File: src/logic/ppfs_pkg.sv
// shared constants for the port pin function select block
package ppfs_pkg;

    // ==========================================================
    // register byte offsets
    localparam logic [7:0] ADDR_DATA   = 8'h00;
    localparam logic [7:0] ADDR_DIR    = 8'h04;
    localparam logic [7:0] ADDR_PULL   = 8'h08;
    localparam logic [7:0] ADDR_WAKE   = 8'h0c;
    localparam logic [7:0] ADDR_FCTRL  = 8'h10;
    localparam logic [7:0] ADDR_ANA    = 8'h14;
    localparam logic [7:0] ADDR_CFG    = 8'h18;
    localparam logic [7:0] ADDR_STATUS = 8'h1c;

    // ==========================================================
    // reset values
    localparam logic [7:0] DATA_RST = 8'h00;
    localparam logic [7:0] DIR_RST  = 8'hff;
    localparam logic [7:0] PULL_RST = 8'h00;
    localparam logic [7:0] WAKE_RST = 8'h00;

    // ==========================================================
    // field positions
    localparam int FCTRL_PWM_BIT   = 0;
    localparam int ANA_PIN3_BIT    = 3;
    localparam int CFG_OSC_LSB     = 0;
    localparam int CFG_RST_BIT     = 2;
    localparam int STS_WAKE_BIT    = 8;
    localparam int STS_FREQ_LSB    = 9;
    localparam int STS_TWO_TMR_BIT = 11;

    // ==========================================================
    // pin roles
    localparam int PIN_INT     = 3;
    localparam int PIN_PWM     = 4;
    localparam int PIN_OSC_OUT = 5;
    localparam int PIN_OSC_IN  = 6;
    localparam int PIN_RST     = 7;

    localparam logic [7:0] WAKE_ABLE = 8'h7f;
    localparam logic [7:0] PULL_ABLE = 8'h7f;

    // ==========================================================
    // oscillator modes, gray ordered
    typedef enum logic [1:0] {
        OSC_INT_RC = 2'h0,
        OSC_XTAL   = 2'h1,
        OSC_RC_RTC = 2'h3,
        OSC_EXT_RC = 2'h2
    } ppfs_osc_type;

    // internal rc frequency codes
    localparam logic [1:0] RC_4MHZ  = 2'h0;
    localparam logic [1:0] RC_8MHZ  = 2'h1;
    localparam logic [1:0] RC_12MHZ = 2'h2;

endpackage

File: src/logic/ppfs_osc_decode.sv
// oscillator mode decode for the two oscillator capable pins
`timescale 1ns/1ps
`default_nettype none
module ppfs_osc_decode
    import ppfs_pkg::*;
(
    input  wire ppfs_osc_type mode,
    output logic              osc_in_pin,
    output logic              osc_out_pin
);

    // ==========================================================
    // pin ownership per mode
    always_comb begin
        case (mode)
            OSC_INT_RC: begin
                osc_in_pin  = 1'b0;
                osc_out_pin = 1'b0;
            end
            OSC_XTAL, OSC_RC_RTC: begin
                osc_in_pin  = 1'b1;
                osc_out_pin = 1'b1;
            end
            OSC_EXT_RC: begin
                osc_in_pin  = 1'b1;
                osc_out_pin = 1'b0;
            end
            default: begin
                osc_in_pin  = 1'b0;
                osc_out_pin = 1'b0;
            end
        endcase
    end

endmodule
`default_nettype wire

File: src/logic/ppfs_pin_cell.sv
// one port pin: output, enable and pull-high selection
`timescale 1ns/1ps
`default_nettype none
module ppfs_pin_cell
    import ppfs_pkg::*;
(
    input  wire logic clk,
    input  wire logic nrst,
    input  wire logic sw_out,
    input  wire logic sw_dir_in,
    input  wire logic pull_req,
    input  wire logic alt_en,
    input  wire logic alt_out,
    input  wire logic io_dis,
    output logic      pad_out,
    output logic      pad_oe,
    output logic      pull_en
);

    // ==========================================================
    // registered pin drive
    always_ff @(posedge clk) begin
        if (!nrst) begin
            pad_out <= 1'b0;
            pad_oe  <= 1'b0;
            pull_en <= 1'b0;
        end else begin
            pad_out <= alt_en ? alt_out : sw_out;
            pad_oe  <= !io_dis && (alt_en || !sw_dir_in);
            pull_en <= !io_dis && pull_req;
        end
    end

endmodule
`default_nettype wire

File: src/logic/ppfs_top.sv
// port pin function select with apb register access
// Notes on behaviour
// - analog select drops pin three io, interrupt, pull
// - control bit routes pwm onto pin four
// - two-timer variant adds timer input on four
// - of four oscillator modes, three own pin six, two own pin five
// - internal rc frequency fixed per device
// - pin seven is reset or plain input
// - pins zero to six may wake device
// - pins zero to six take pull-high
// - software picks output or input per pin
//
// Design decisions made here: the APB interface to the registers and the register addresses.
`timescale 1ns/1ps
`default_nettype none
module ppfs_top
    import ppfs_pkg::*;
#(
    parameter bit         TWO_TIMERS   = 1'b1,
    parameter logic [1:0] RC_FREQ_CODE = RC_4MHZ
) (
    input  wire logic        clk,
    input  wire logic        nrst,
    input  wire logic        psel,
    input  wire logic        penable,
    input  wire logic        pwrite,
    input  wire logic [7:0]  paddr,
    input  wire logic [31:0] pwdata,
    output logic [31:0]      prdata,
    output logic             pready,
    output logic             pslverr,
    input  wire logic [7:0]  pad_in,
    output logic [7:0]       pad_out,
    output logic [7:0]       pad_oe,
    output logic [7:0]       pull_en,
    input  wire logic        pwm_in,
    output logic             ext_int_r,
    output logic             analog_sel_r,
    output logic             second_timer_event_r,
    output logic             osc_in_en_r,
    output logic             osc_out_en_r,
    output logic [1:0]       rc_freq_r,
    output logic             ext_rst_req_r,
    output logic             wake_up_r
);

    // ==========================================================
    // registers
    logic [7:0]   data_r;
    logic [7:0]   dir_r;
    logic [7:0]   pull_r;
    logic [7:0]   wake_en_r;
    logic         pwm_sel_r;
    ppfs_osc_type osc_mode_r;
    logic         rst_sel_r;
    logic [7:0]   pin_prev_r;
    logic         osc_in_pin;
    logic         osc_out_pin;
    logic [7:0]   io_dis;
    logic [7:0]   alt_en;
    logic [7:0]   alt_out;
    logic         wake_evt;
    logic         acc;
    logic         wr_ok;
    logic [31:0]  rd_nxt;
    logic         hit;

    assign acc   = psel && penable;
    assign wr_ok = acc && pready && pwrite;

    // ==========================================================
    // apb answer, one wait state
    always_ff @(posedge clk) begin
        if (!nrst) begin
            pready  <= 1'b0;
            prdata  <= 32'h0000_0000;
            pslverr <= 1'b0;
        end else begin
            pready  <= acc && !pready;
            prdata  <= (acc && !pready && !pwrite) ? rd_nxt : 32'h0000_0000;
            pslverr <= acc && !pready && !hit;
        end
    end

    always_comb begin
        hit    = 1'b1;
        rd_nxt = 32'h0000_0000;
        case (paddr)
            ADDR_DATA:  rd_nxt[7:0] = data_r;
            ADDR_DIR:   rd_nxt[7:0] = dir_r;
            ADDR_PULL:  rd_nxt[7:0] = pull_r;
            ADDR_WAKE:  rd_nxt[7:0] = wake_en_r;
            ADDR_FCTRL: rd_nxt[FCTRL_PWM_BIT] = pwm_sel_r;
            ADDR_ANA:   rd_nxt[ANA_PIN3_BIT] = analog_sel_r;
            ADDR_CFG: begin
                rd_nxt[CFG_OSC_LSB +: 2] = osc_mode_r;
                rd_nxt[CFG_RST_BIT]      = rst_sel_r;
            end
            ADDR_STATUS: begin
                rd_nxt[7:0]               = pin_prev_r & ~io_dis;
                rd_nxt[PIN_RST]           = pin_prev_r[PIN_RST] && !rst_sel_r;
                rd_nxt[STS_WAKE_BIT]      = wake_up_r;
                rd_nxt[STS_FREQ_LSB +: 2] = rc_freq_r;
                rd_nxt[STS_TWO_TMR_BIT]   = TWO_TIMERS;
            end
            default:    hit = 1'b0;
        endcase
    end

    // ==========================================================
    // software registers
    // reset defaults inputs
    always_ff @(posedge clk) begin
        if (!nrst) begin
            data_r       <= DATA_RST;
            dir_r        <= DIR_RST;
            pull_r       <= PULL_RST;
            wake_en_r    <= WAKE_RST;
            pwm_sel_r    <= 1'b0;
            analog_sel_r <= 1'b0;
            osc_mode_r   <= OSC_INT_RC;
            rst_sel_r    <= 1'b0;
        end else if (wr_ok) begin
            case (paddr)
                ADDR_DATA:  data_r <= pwdata[7:0];
                ADDR_DIR:   dir_r <= pwdata[7:0];
                ADDR_PULL:  pull_r <= pwdata[7:0] & PULL_ABLE;
                ADDR_WAKE:  wake_en_r <= pwdata[7:0] & WAKE_ABLE;
                ADDR_FCTRL: pwm_sel_r <= pwdata[FCTRL_PWM_BIT];
                ADDR_ANA:   analog_sel_r <= pwdata[ANA_PIN3_BIT];
                ADDR_CFG: begin
                    osc_mode_r <= ppfs_osc_type'(pwdata[CFG_OSC_LSB +: 2]);
                    rst_sel_r  <= pwdata[CFG_RST_BIT];
                end
                default: ;
            endcase
        end
    end

    // ==========================================================
    // oscillator pin ownership
    // mode decode
    ppfs_osc_decode u_osc (
        .mode        (osc_mode_r),
        .osc_in_pin  (osc_in_pin),
        .osc_out_pin (osc_out_pin)
    );

    always_ff @(posedge clk) begin
        if (!nrst) begin
            osc_in_en_r  <= 1'b0;
            osc_out_en_r <= 1'b0;
            rc_freq_r    <= RC_FREQ_CODE;
        end else begin
            osc_in_en_r  <= osc_in_pin;
            osc_out_en_r <= osc_out_pin;
            rc_freq_r    <= RC_FREQ_CODE;
        end
    end

    // ==========================================================
    // per pin function routing
    always_comb begin
        io_dis  = 8'h00;
        alt_en  = 8'h00;
        alt_out = 8'h00;
        io_dis[PIN_INT]     = analog_sel_r;
        io_dis[PIN_OSC_OUT] = osc_out_pin;
        io_dis[PIN_OSC_IN]  = osc_in_pin;
        io_dis[PIN_RST]     = 1'b1;
        alt_en[PIN_PWM]     = pwm_sel_r;
        alt_out[PIN_PWM]    = pwm_in;
    end

    genvar gi;
    generate
        for (gi = 0; gi < 8; gi++) begin : g_pin
            ppfs_pin_cell u_cell (
                .clk       (clk),
                .nrst      (nrst),
                .sw_out    (data_r[gi]),
                .sw_dir_in (dir_r[gi]),
                .pull_req  (pull_r[gi]),
                .alt_en    (alt_en[gi]),
                .alt_out   (alt_out[gi]),
                .io_dis    (io_dis[gi]),
                .pad_out   (pad_out[gi]),
                .pad_oe    (pad_oe[gi]),
                .pull_en   (pull_en[gi])
            );
        end
    endgenerate

    // ==========================================================
    // shared inputs
    always_ff @(posedge clk) begin
        if (!nrst) begin
            ext_int_r            <= 1'b0;
            second_timer_event_r <= 1'b0;
            ext_rst_req_r        <= 1'b0;
        end else begin
            ext_int_r            <= pad_in[PIN_INT] && !analog_sel_r;
            second_timer_event_r <= TWO_TIMERS && !pwm_sel_r && pad_in[PIN_PWM];
            ext_rst_req_r        <= rst_sel_r && !pad_in[PIN_RST];
        end
    end

    // ==========================================================
    // wake-up detect, set wins over clear
    assign wake_evt = |((pad_in ^ pin_prev_r) & wake_en_r & ~io_dis);

    always_ff @(posedge clk) begin
        if (!nrst) begin
            pin_prev_r <= 8'h00;
            wake_up_r  <= 1'b0;
        end else begin
            pin_prev_r <= pad_in;
            if (wake_evt) begin
                wake_up_r <= 1'b1;
            end else if (wr_ok && paddr == ADDR_STATUS && pwdata[STS_WAKE_BIT]) begin
                wake_up_r <= 1'b0;
            end
        end
    end
endmodule
`default_nettype wire

File: config.mk
export PLATFORM = sky130hd
export DESIGN_NAME = ppfs_top
export DESIGN_NICKNAME = d
export VERILOG_FILES = /design/src/logic/ppfs_pkg.sv /design/src/logic/ppfs_osc_decode.sv /design/src/logic/ppfs_pin_cell.sv /design/src/logic/ppfs_top.sv
export SDC_FILE = /design/constraint.sdc
export NUM_CORES = 1
export LEC_CHECK = 0
export ABC_CLOCK_PERIOD_IN_PS = 1700
export BUFFER_PORTS_ARGS = -buffer_cell sky130_fd_sc_hd__clkbuf_2
export CORE_MARGIN = 4
export CORE_UTILIZATION = 45
export DETAILED_ROUTE_END_ITERATION = 16
export GPL_ROUTABILITY_DRIVEN = 0
export HOLD_SLACK_MARGIN = 0.03
export PLACE_DENSITY_LB_ADDON = 0.1
export SKIP_CTS_REPAIR_TIMING = 1
export SLEW_MARGIN = 20
export SYNTH_ARGS = -nofsm -noshare
export SYNTH_HDL_FRONTEND = slang
export SYNTH_HIERARCHICAL = 1
export SYNTH_SLANG_ARGS = --single-unit
File: constraint.sdc
create_clock -name clk -period 1.7 [get_ports clk]
set_clock_uncertainty 0.2 [all_clocks]
set_input_delay 0.34 -clock clk [delete_from_list [all_inputs] [get_ports clk]]
set_output_delay 0.34 -clock clk [all_outputs]
set_load 0.005 [all_outputs]
==> flow_summary.toml, run 1 <==
[outcome]
outcome = "finished, final reports clean"

[power]
ir_drop_mv = 0.523
switching_share_pct = 22.0
power.density_nw_per_um2 = 878
p_leak_nw = 2.39
comb_power_share_pct = 7.7
pwr-share-seq_pct = 49.7
finalPower_mw = 4.09
internal-power_mw = 3.19
clkPwrFrac_pct = 42.6
p_sw_mw = 0.897

[placed_design]
io_buffers = 73
placed_area_um2 = 4370
pre_cts_slack_ps = -166
dp_cells = 580
dp_hpwl_mm = 6.11

[timing]
setup_viol = 0
finalCriticalPeriod_ps = 1600
finalMaxSlewViolations = 0
timing.hold.ws_ps = 36.4
layout_setup_ws_ps = 95.4
period_share_pct = 94.4
final.setup.tns_ps = 0
grt_setup_unrepaired = "false"
finalHoldViolations = 0
fmax_ghz = 0.623

[floorplanning]
die_area_um2 = 9490
initial_core_util_pct = 46.3
die_h_um = 97.4
placement_rows = 32
io-pin-count = 121
core_area_um2 = 7770
chipWidth_um = 97.4

[worst_setup_path]
arrival_ps = 1630
crit_path_start_kind = "register"
crit_type = "register to register"
cp.required_ps = 1720
path_max_fanout = 3
crit_path_end_kind = "register"

[grt]
overflow = 0
grt_pass1_vias = 2710
antenna_found_initial = 0
grt_pass1_wl_mm = 13.5
grt_max_degree = 44
grt.total_usage_pct = 17.6

[yosys]
seq_area_frac_synth_pct = 47.3
yosys_warnings = 6
synth_top_area_share_pct = 47.3
async_flop_share_pct = 0
synthCells = 348
ys_ff_latch = 85
yosysTopAreaCell = "dfxtp_1"
ys.flop_type = "dfxtp_1"
yosys.cell_types.count = 44
synthTopCellsByArea = "dfxtp_1 47%, mux2i_1 15%, buf_4 5.2%"
synth_edf_count = 0
syn-mean-instance-area_um2 = 10.3
syn_area_um2 = 3600

[clocking]
clk_pin_slew_ps = 80
insertion_delay_ps = 350
cts_tree = "built"
clock-root-buffer = "clkbuf_8"
cts_buffers = 9
clkSinkCount = 85
htree_levels = 3
clockBufferDepth = 2

[finish]
drive_above_1_share_pct = 29.8
finalInstanceArea_um2 = 4650
layout.nets = 546
fin_util_pct = 59.9
n_antenna_cell = 0
area_growth_pct = 29.2
instances_no_fill = 599

[drt]
drt_iter0_markers = 70
drt_first_pass_iters = 5
wirelength_mm = 8.15
drtAntennaViolNets = 0
detail_route.wl_per_cell_um = 13.6
viasPerCell = 4.66
drc = 0
vias = 2790

[run]
cap_violations = 0

[hold_path]
worstHoldPathType = "primary input to register"
## final timing paths
kind              slack (ps)          start  cells after the start       endpoint
setup / recovery         100  osc_mode_r[1]                      5      wake_up_r
hold reg to reg          280      rst_sel_r                      2  ext_rst_req_r
setup reg to reg         100  osc_mode_r[1]                      5      wake_up_r
hold / removal            40      pad_in[2]                      2  pin_prev_r[2]
## metal layers
layer,wire length [µm],up-vias,GRT usage [%]
li1,-,1408,-
met1,3660,1298,22.4
met2,3990,71,29.9
met3,380,13,3.23
met4,125,0,6.39
met5,0,-,0
## worst max-delay path: stages, from the launching register on
cell	delay, ps
dfxtp_1	360
or2_1	200
inv_1	80
a32o_1	250
a221oi_1	280
a31oi_1	120
## synth_stat cells, types with 2 or more instances
| cell type | count |
|---|---|
| a21oi_1 | 3 |
| a22oi_1 | 2 |
| a2bb2oi_1 | 2 |
| a31oi_1 | 3 |
| a32o_1 | 2 |
| and2_1 | 14 |
| and3b_1 | 8 |
| buf_2 | 5 |
| buf_4 | 25 |
| clkbuf_1 | 8 |
| conb_1 | 2 |
| dfxtp_1 | 85 |
| inv_1 | 4 |
| mux2i_1 | 54 |
| nand2_1 | 14 |
| nand3_1 | 4 |
| nand4_1 | 3 |
| nand4_2 | 3 |
| nand4b_1 | 2 |
| nor2_1 | 37 |
| nor2b_1 | 25 |
| nor3_1 | 2 |
| nor3b_2 | 8 |
| o21ai_0 | 3 |
| o2bb2ai_1 | 4 |
| or2_1 | 2 |
| xor2_1 | 7 |
## final cells by class
cell class	instances	area (µm²)
Tap cell	102	128
Sequential cell	85	1700
Timing Repair Buffer	117	716
Inverter	4	15.0
Fill cell	687	3120
Clock buffer	11	141
Clock inverter	5	106
Multi-Input combinational cell	275	1840
## power by group through the flow
| stage | clock network (mW) | registers (mW) | logic, mW |
|---|---|---|---|
| global route | 1.88 | 2.04 | 0.350 |
| floorplan | 0 | 2.08 | 0.192 |
| finish | 1.74 | 2.03 | 0.313 |
| detailed placement | 0 | 2.08 | 0.307 |
| global placement | 0 | 2.08 | 0.305 |
| CTS | 1.79 | 2.03 | 0.309 |
## registers in the layout (all words and copies together) (netlist names)
name                  count
analog_sel_r              1
data_r                    8
dir_r                     8
ext_int_r                 1
ext_rst_req_r             1
g_pin.u_cell/pad_oe       8
g_pin.u_cell/pad_out      8
g_pin.u_cell/pull_en      8
osc_in_en_r               1
osc_mode_r                2
osc_out_en_r              1
pin_prev_r                8
prdata                   10
pready                    1
pslverr                   1
pull_r                    7
pwm_sel_r                 1
rst_sel_r                 1
second_timer_event_r      1
wake_en_r                 7
wake_up_r                 1
## placed cells by master (no fill, tap or decap), drive strengths merged, types with 2 or more instances in the layout
cell	synthesis	final
buf	30	41
o21ai	3	3
nor2	38	38
dlygate4sd3	0	3
and2	15	15
conb	2	56
nor3	2	2
o2bb2ai	4	4
nand4	6	6
and3b	8	8
inv	4	5
nand2	14	14
a31oi	3	3
nor2b	25	25
nand3	5	5
nand4b	2	2
clkbuf	8	84
or2	2	2
dfxtp	85	85
nor3b	8	8
a2bb2oi	2	2
a32o	2	2
a22oi	2	2
bufinv	0	3
xor2	7	7
a21oi	3	3
mux2i	54	54
## cells by family after synthesis
family	count (synthesis)	share of synthesized area [%]
other	2	0.209
XOR/XNOR	7	1.70
AO/OA/AOI/OAI	27	5.70
multiplexers	55	15.6
flip-flops	85	47.3
buffers and inverters	42	7.16
AND/OR/NAND/NOR	130	22.3
No activity file was read; power rests on OpenSTA's default activity.
==> inputs of run 2 (changes only) <==
--- a/config.mk
+++ b/config.mk
@@ -17,5 +17,4 @@
 export SLEW_MARGIN = 20
 export SYNTH_ARGS = -nofsm -noshare
 export SYNTH_HDL_FRONTEND = slang
-export SYNTH_HIERARCHICAL = 1
 export SYNTH_SLANG_ARGS = --single-unit
==> flow_summary.toml, run 2 <==
[yosys]
yosysTopAreaCell = "dfxtp_1"
seq_area_frac_synth_pct = 46.4
syn-mean-instance-area_um2 = 10.6
syn_area_um2 = 3580
ys.flop_type = "dfxtp_1"
ys_ff_latch = 83
synthMostInstantiatedCell = "dfxtp_1"
yosys.cell_types.count = 43
ys_top_cells_by_count = "83 x dfxtp_1, 48 x buf_4, 41 x mux2i_1, 34 x nor2b_1, 23 x and2_1"
synth_top_area_share_pct = 46.4
synthTopCellsByArea = "dfxtp_1 46%, mux2i_1 11%, buf_4 10%"
synthCells = 338
yosys_warnings = 0
synth_edf_count = 0
async_flop_share_pct = 0

[finish]
finalInstanceArea_um2 = 4240
final_cell_mix = "83 x dfxtp_1, 71 x clkbuf_2, 41 x mux2i_1, 35 x buf_4, 34 x nor2b_1"
layout.nets = 474
multi_input_area_um2 = 1580
fill_cells = 721
ff_latch_area_um2 = 1660
final_common_cell = "dfxtp_1"
fin_util_pct = 54.9
drive_above_1_share_pct = 32.3
n_antenna_cell = 0
largest_register_ffs = 10
top_register = "prdata"
area_growth_pct = 18.5

[grt]
overflow = 0
grt_pass1_vias = 2422
grt_pass1_wl_mm = 12.3
grt_max_degree = 71
antenna_found_initial = 0
grt.total_usage_pct = 16.5

[drt]
drtAntennaViolNets = 0
drt_first_pass_iters = 4
detail_route.wl_per_cell_um = 14.7
wirelength_mm = 7.73
drc = 0
viasPerCell = 4.67
drt_iter0_markers = 56
vias = 2459

[timing]
period_share_pct = 91.9
layout_setup_ws_ps = 137
fmax_ghz = 0.640
finalMaxSlewViolations = 0
setup_viol = 0
finalCriticalPeriod_ps = 1560
final.setup.tns_ps = 0
finalHoldViolations = 0
tightest_slew_ps = 554
grt_setup_unrepaired = "false"
relSlewSlack_pct = 63.0

[floorplanning]
chipWidth_um = 97.2
placement_rows = 32
initial_core_util_pct = 46.3
die_h_um = 97.2
io-pin-count = 121
core_area_um2 = 7730
die_area_um2 = 9440

[worst_setup_path]
crit_type = "register to register"
arrival_ps = 1580
cp.required_ps = 1720
cp_top_family = "buffers and inverters"
max_stage_delay_ps = 340
cp_slowest_cell = "dfxtp_1"
crit_path_start_kind = "register"
crit_path_end_kind = "register"
cp_cell_sequence = "and4_1 > buf_4 > nand3_2 > buf_4 > mux2i_1 > nand2_1"
worst-path-buf-inv = 2
path_common_cell = "buf_4"
path_max_fanout = 7

[power]
comb_power_share_pct = 6.5
switching_share_pct = 22.7
internal-power_mw = 2.82
finalPower_mw = 3.65
p_sw_mw = 0.828
clkPwrFrac_pct = 39.6
ir_drop_mv = 0.428
power.density_nw_per_um2 = 860
pwr-share-seq_pct = 53.9
p_leak_nw = 2.06

[clocking]
clock-root-buffer = "clkbuf_8"
clkSinkCount = 83
insertion_delay_ps = 360
clk_pin_slew_ps = 80
cts_buffers = 9
htree_levels = 3
cts_tree = "built"
clockBufferDepth = 2

[placed_design]
placed_area_um2 = 3990
pre_cts_slack_ps = -160
dp_hpwl_mm = 5.71
io_buffers = 71

[hold_path]
worstHoldPathType = "primary input to register"

[run]
cap_violations = 0

[outcome]
outcome = "finished, final reports clean"
[run 2: changes by cell type in the layout (fill, tap and decap cells not counted), sizes merged, moves of 4 or more]
| cell | delta |
|---|---|
| nor2b | +9 |
| and3b | -6 |
| buf | -6 |
| mux4 | +4 |
| and2 | +8 |
| o2bb2ai | -4 |
| nand4 | -4 |
| mux2i | -13 |
| nor3b | -5 |
| a32oi | +5 |
| conb | -30 |
| nor2 | -25 |
[run 2: worst min-delay path: stages]
cell      delay [ps]
clkbuf_2          90
mux2i_1           60
nand2_1           60
[run 2: layer usage]
metal  up-vias  track usage (%)  wire [µm]
met5         -                0          0
met4         0             5.83        112
met3        10             5.46        469
met2        72             27.8       3740
met1      1141             19.7       3410
li1       1236                -          -
[run 2: final timing paths]
check | end | start | cells past startpoint | slack, ps
min reg2reg | g_pin[0].u_cell.pad_oe | dir_r[0] | 1 | 240
max reg2reg | dir_r[7] | pready | 6 | 140
max | dir_r[7] | pready | 6 | 140
min | dir_r[7] | pwdata[7] | 3 | 20
[run 2: area by class of cell]
class                           instances  share of cell area, %
Clock inverter                          4                   1.18
Inverter                                6                  0.531
Tap cell                              102                   3.01
Sequential cell                        83                   39.2
Timing Repair Buffer                  109                   15.3
Multi-Input combinational cell        211                   37.3
Clock buffer                           11                   3.57
[run 2: stage by stage]
stage | instances | hold WS [ps]
floorplan | 363 | 206
finish | 526 | 19.1
global route | 526 | 32.1
global placement | 506 | 233
detailed placement | 506 | 237
CTS | 521 | -69.0
[run 2: kinds of logic after synthesis]
family / after synthesis / share of synthesized area [%]
AO/OA/AOI/OAI: 20 / 4.51
XOR/XNOR: 7 / 1.71
buffers and inverters: 69 / 12.4
flip-flops: 83 / 46.4
multiplexers: 47 / 14.9
other: 1 / 0.105
AND/OR/NAND/NOR: 111 / 19.9
[run 2: power groups by stage]
stage / combinational, mW / sequential [mW] / clock (mW)
2_1_floorplan: 0.166 / 2.01 / 0
3_3_place_gp: 0.232 / 2.01 / 0
3_5_place_dp: 0.233 / 2.01 / 0
4_1_cts: 0.234 / 1.96 / 1.48
5_1_grt: 0.261 / 1.97 / 1.56
6_report: 0.239 / 1.97 / 1.44
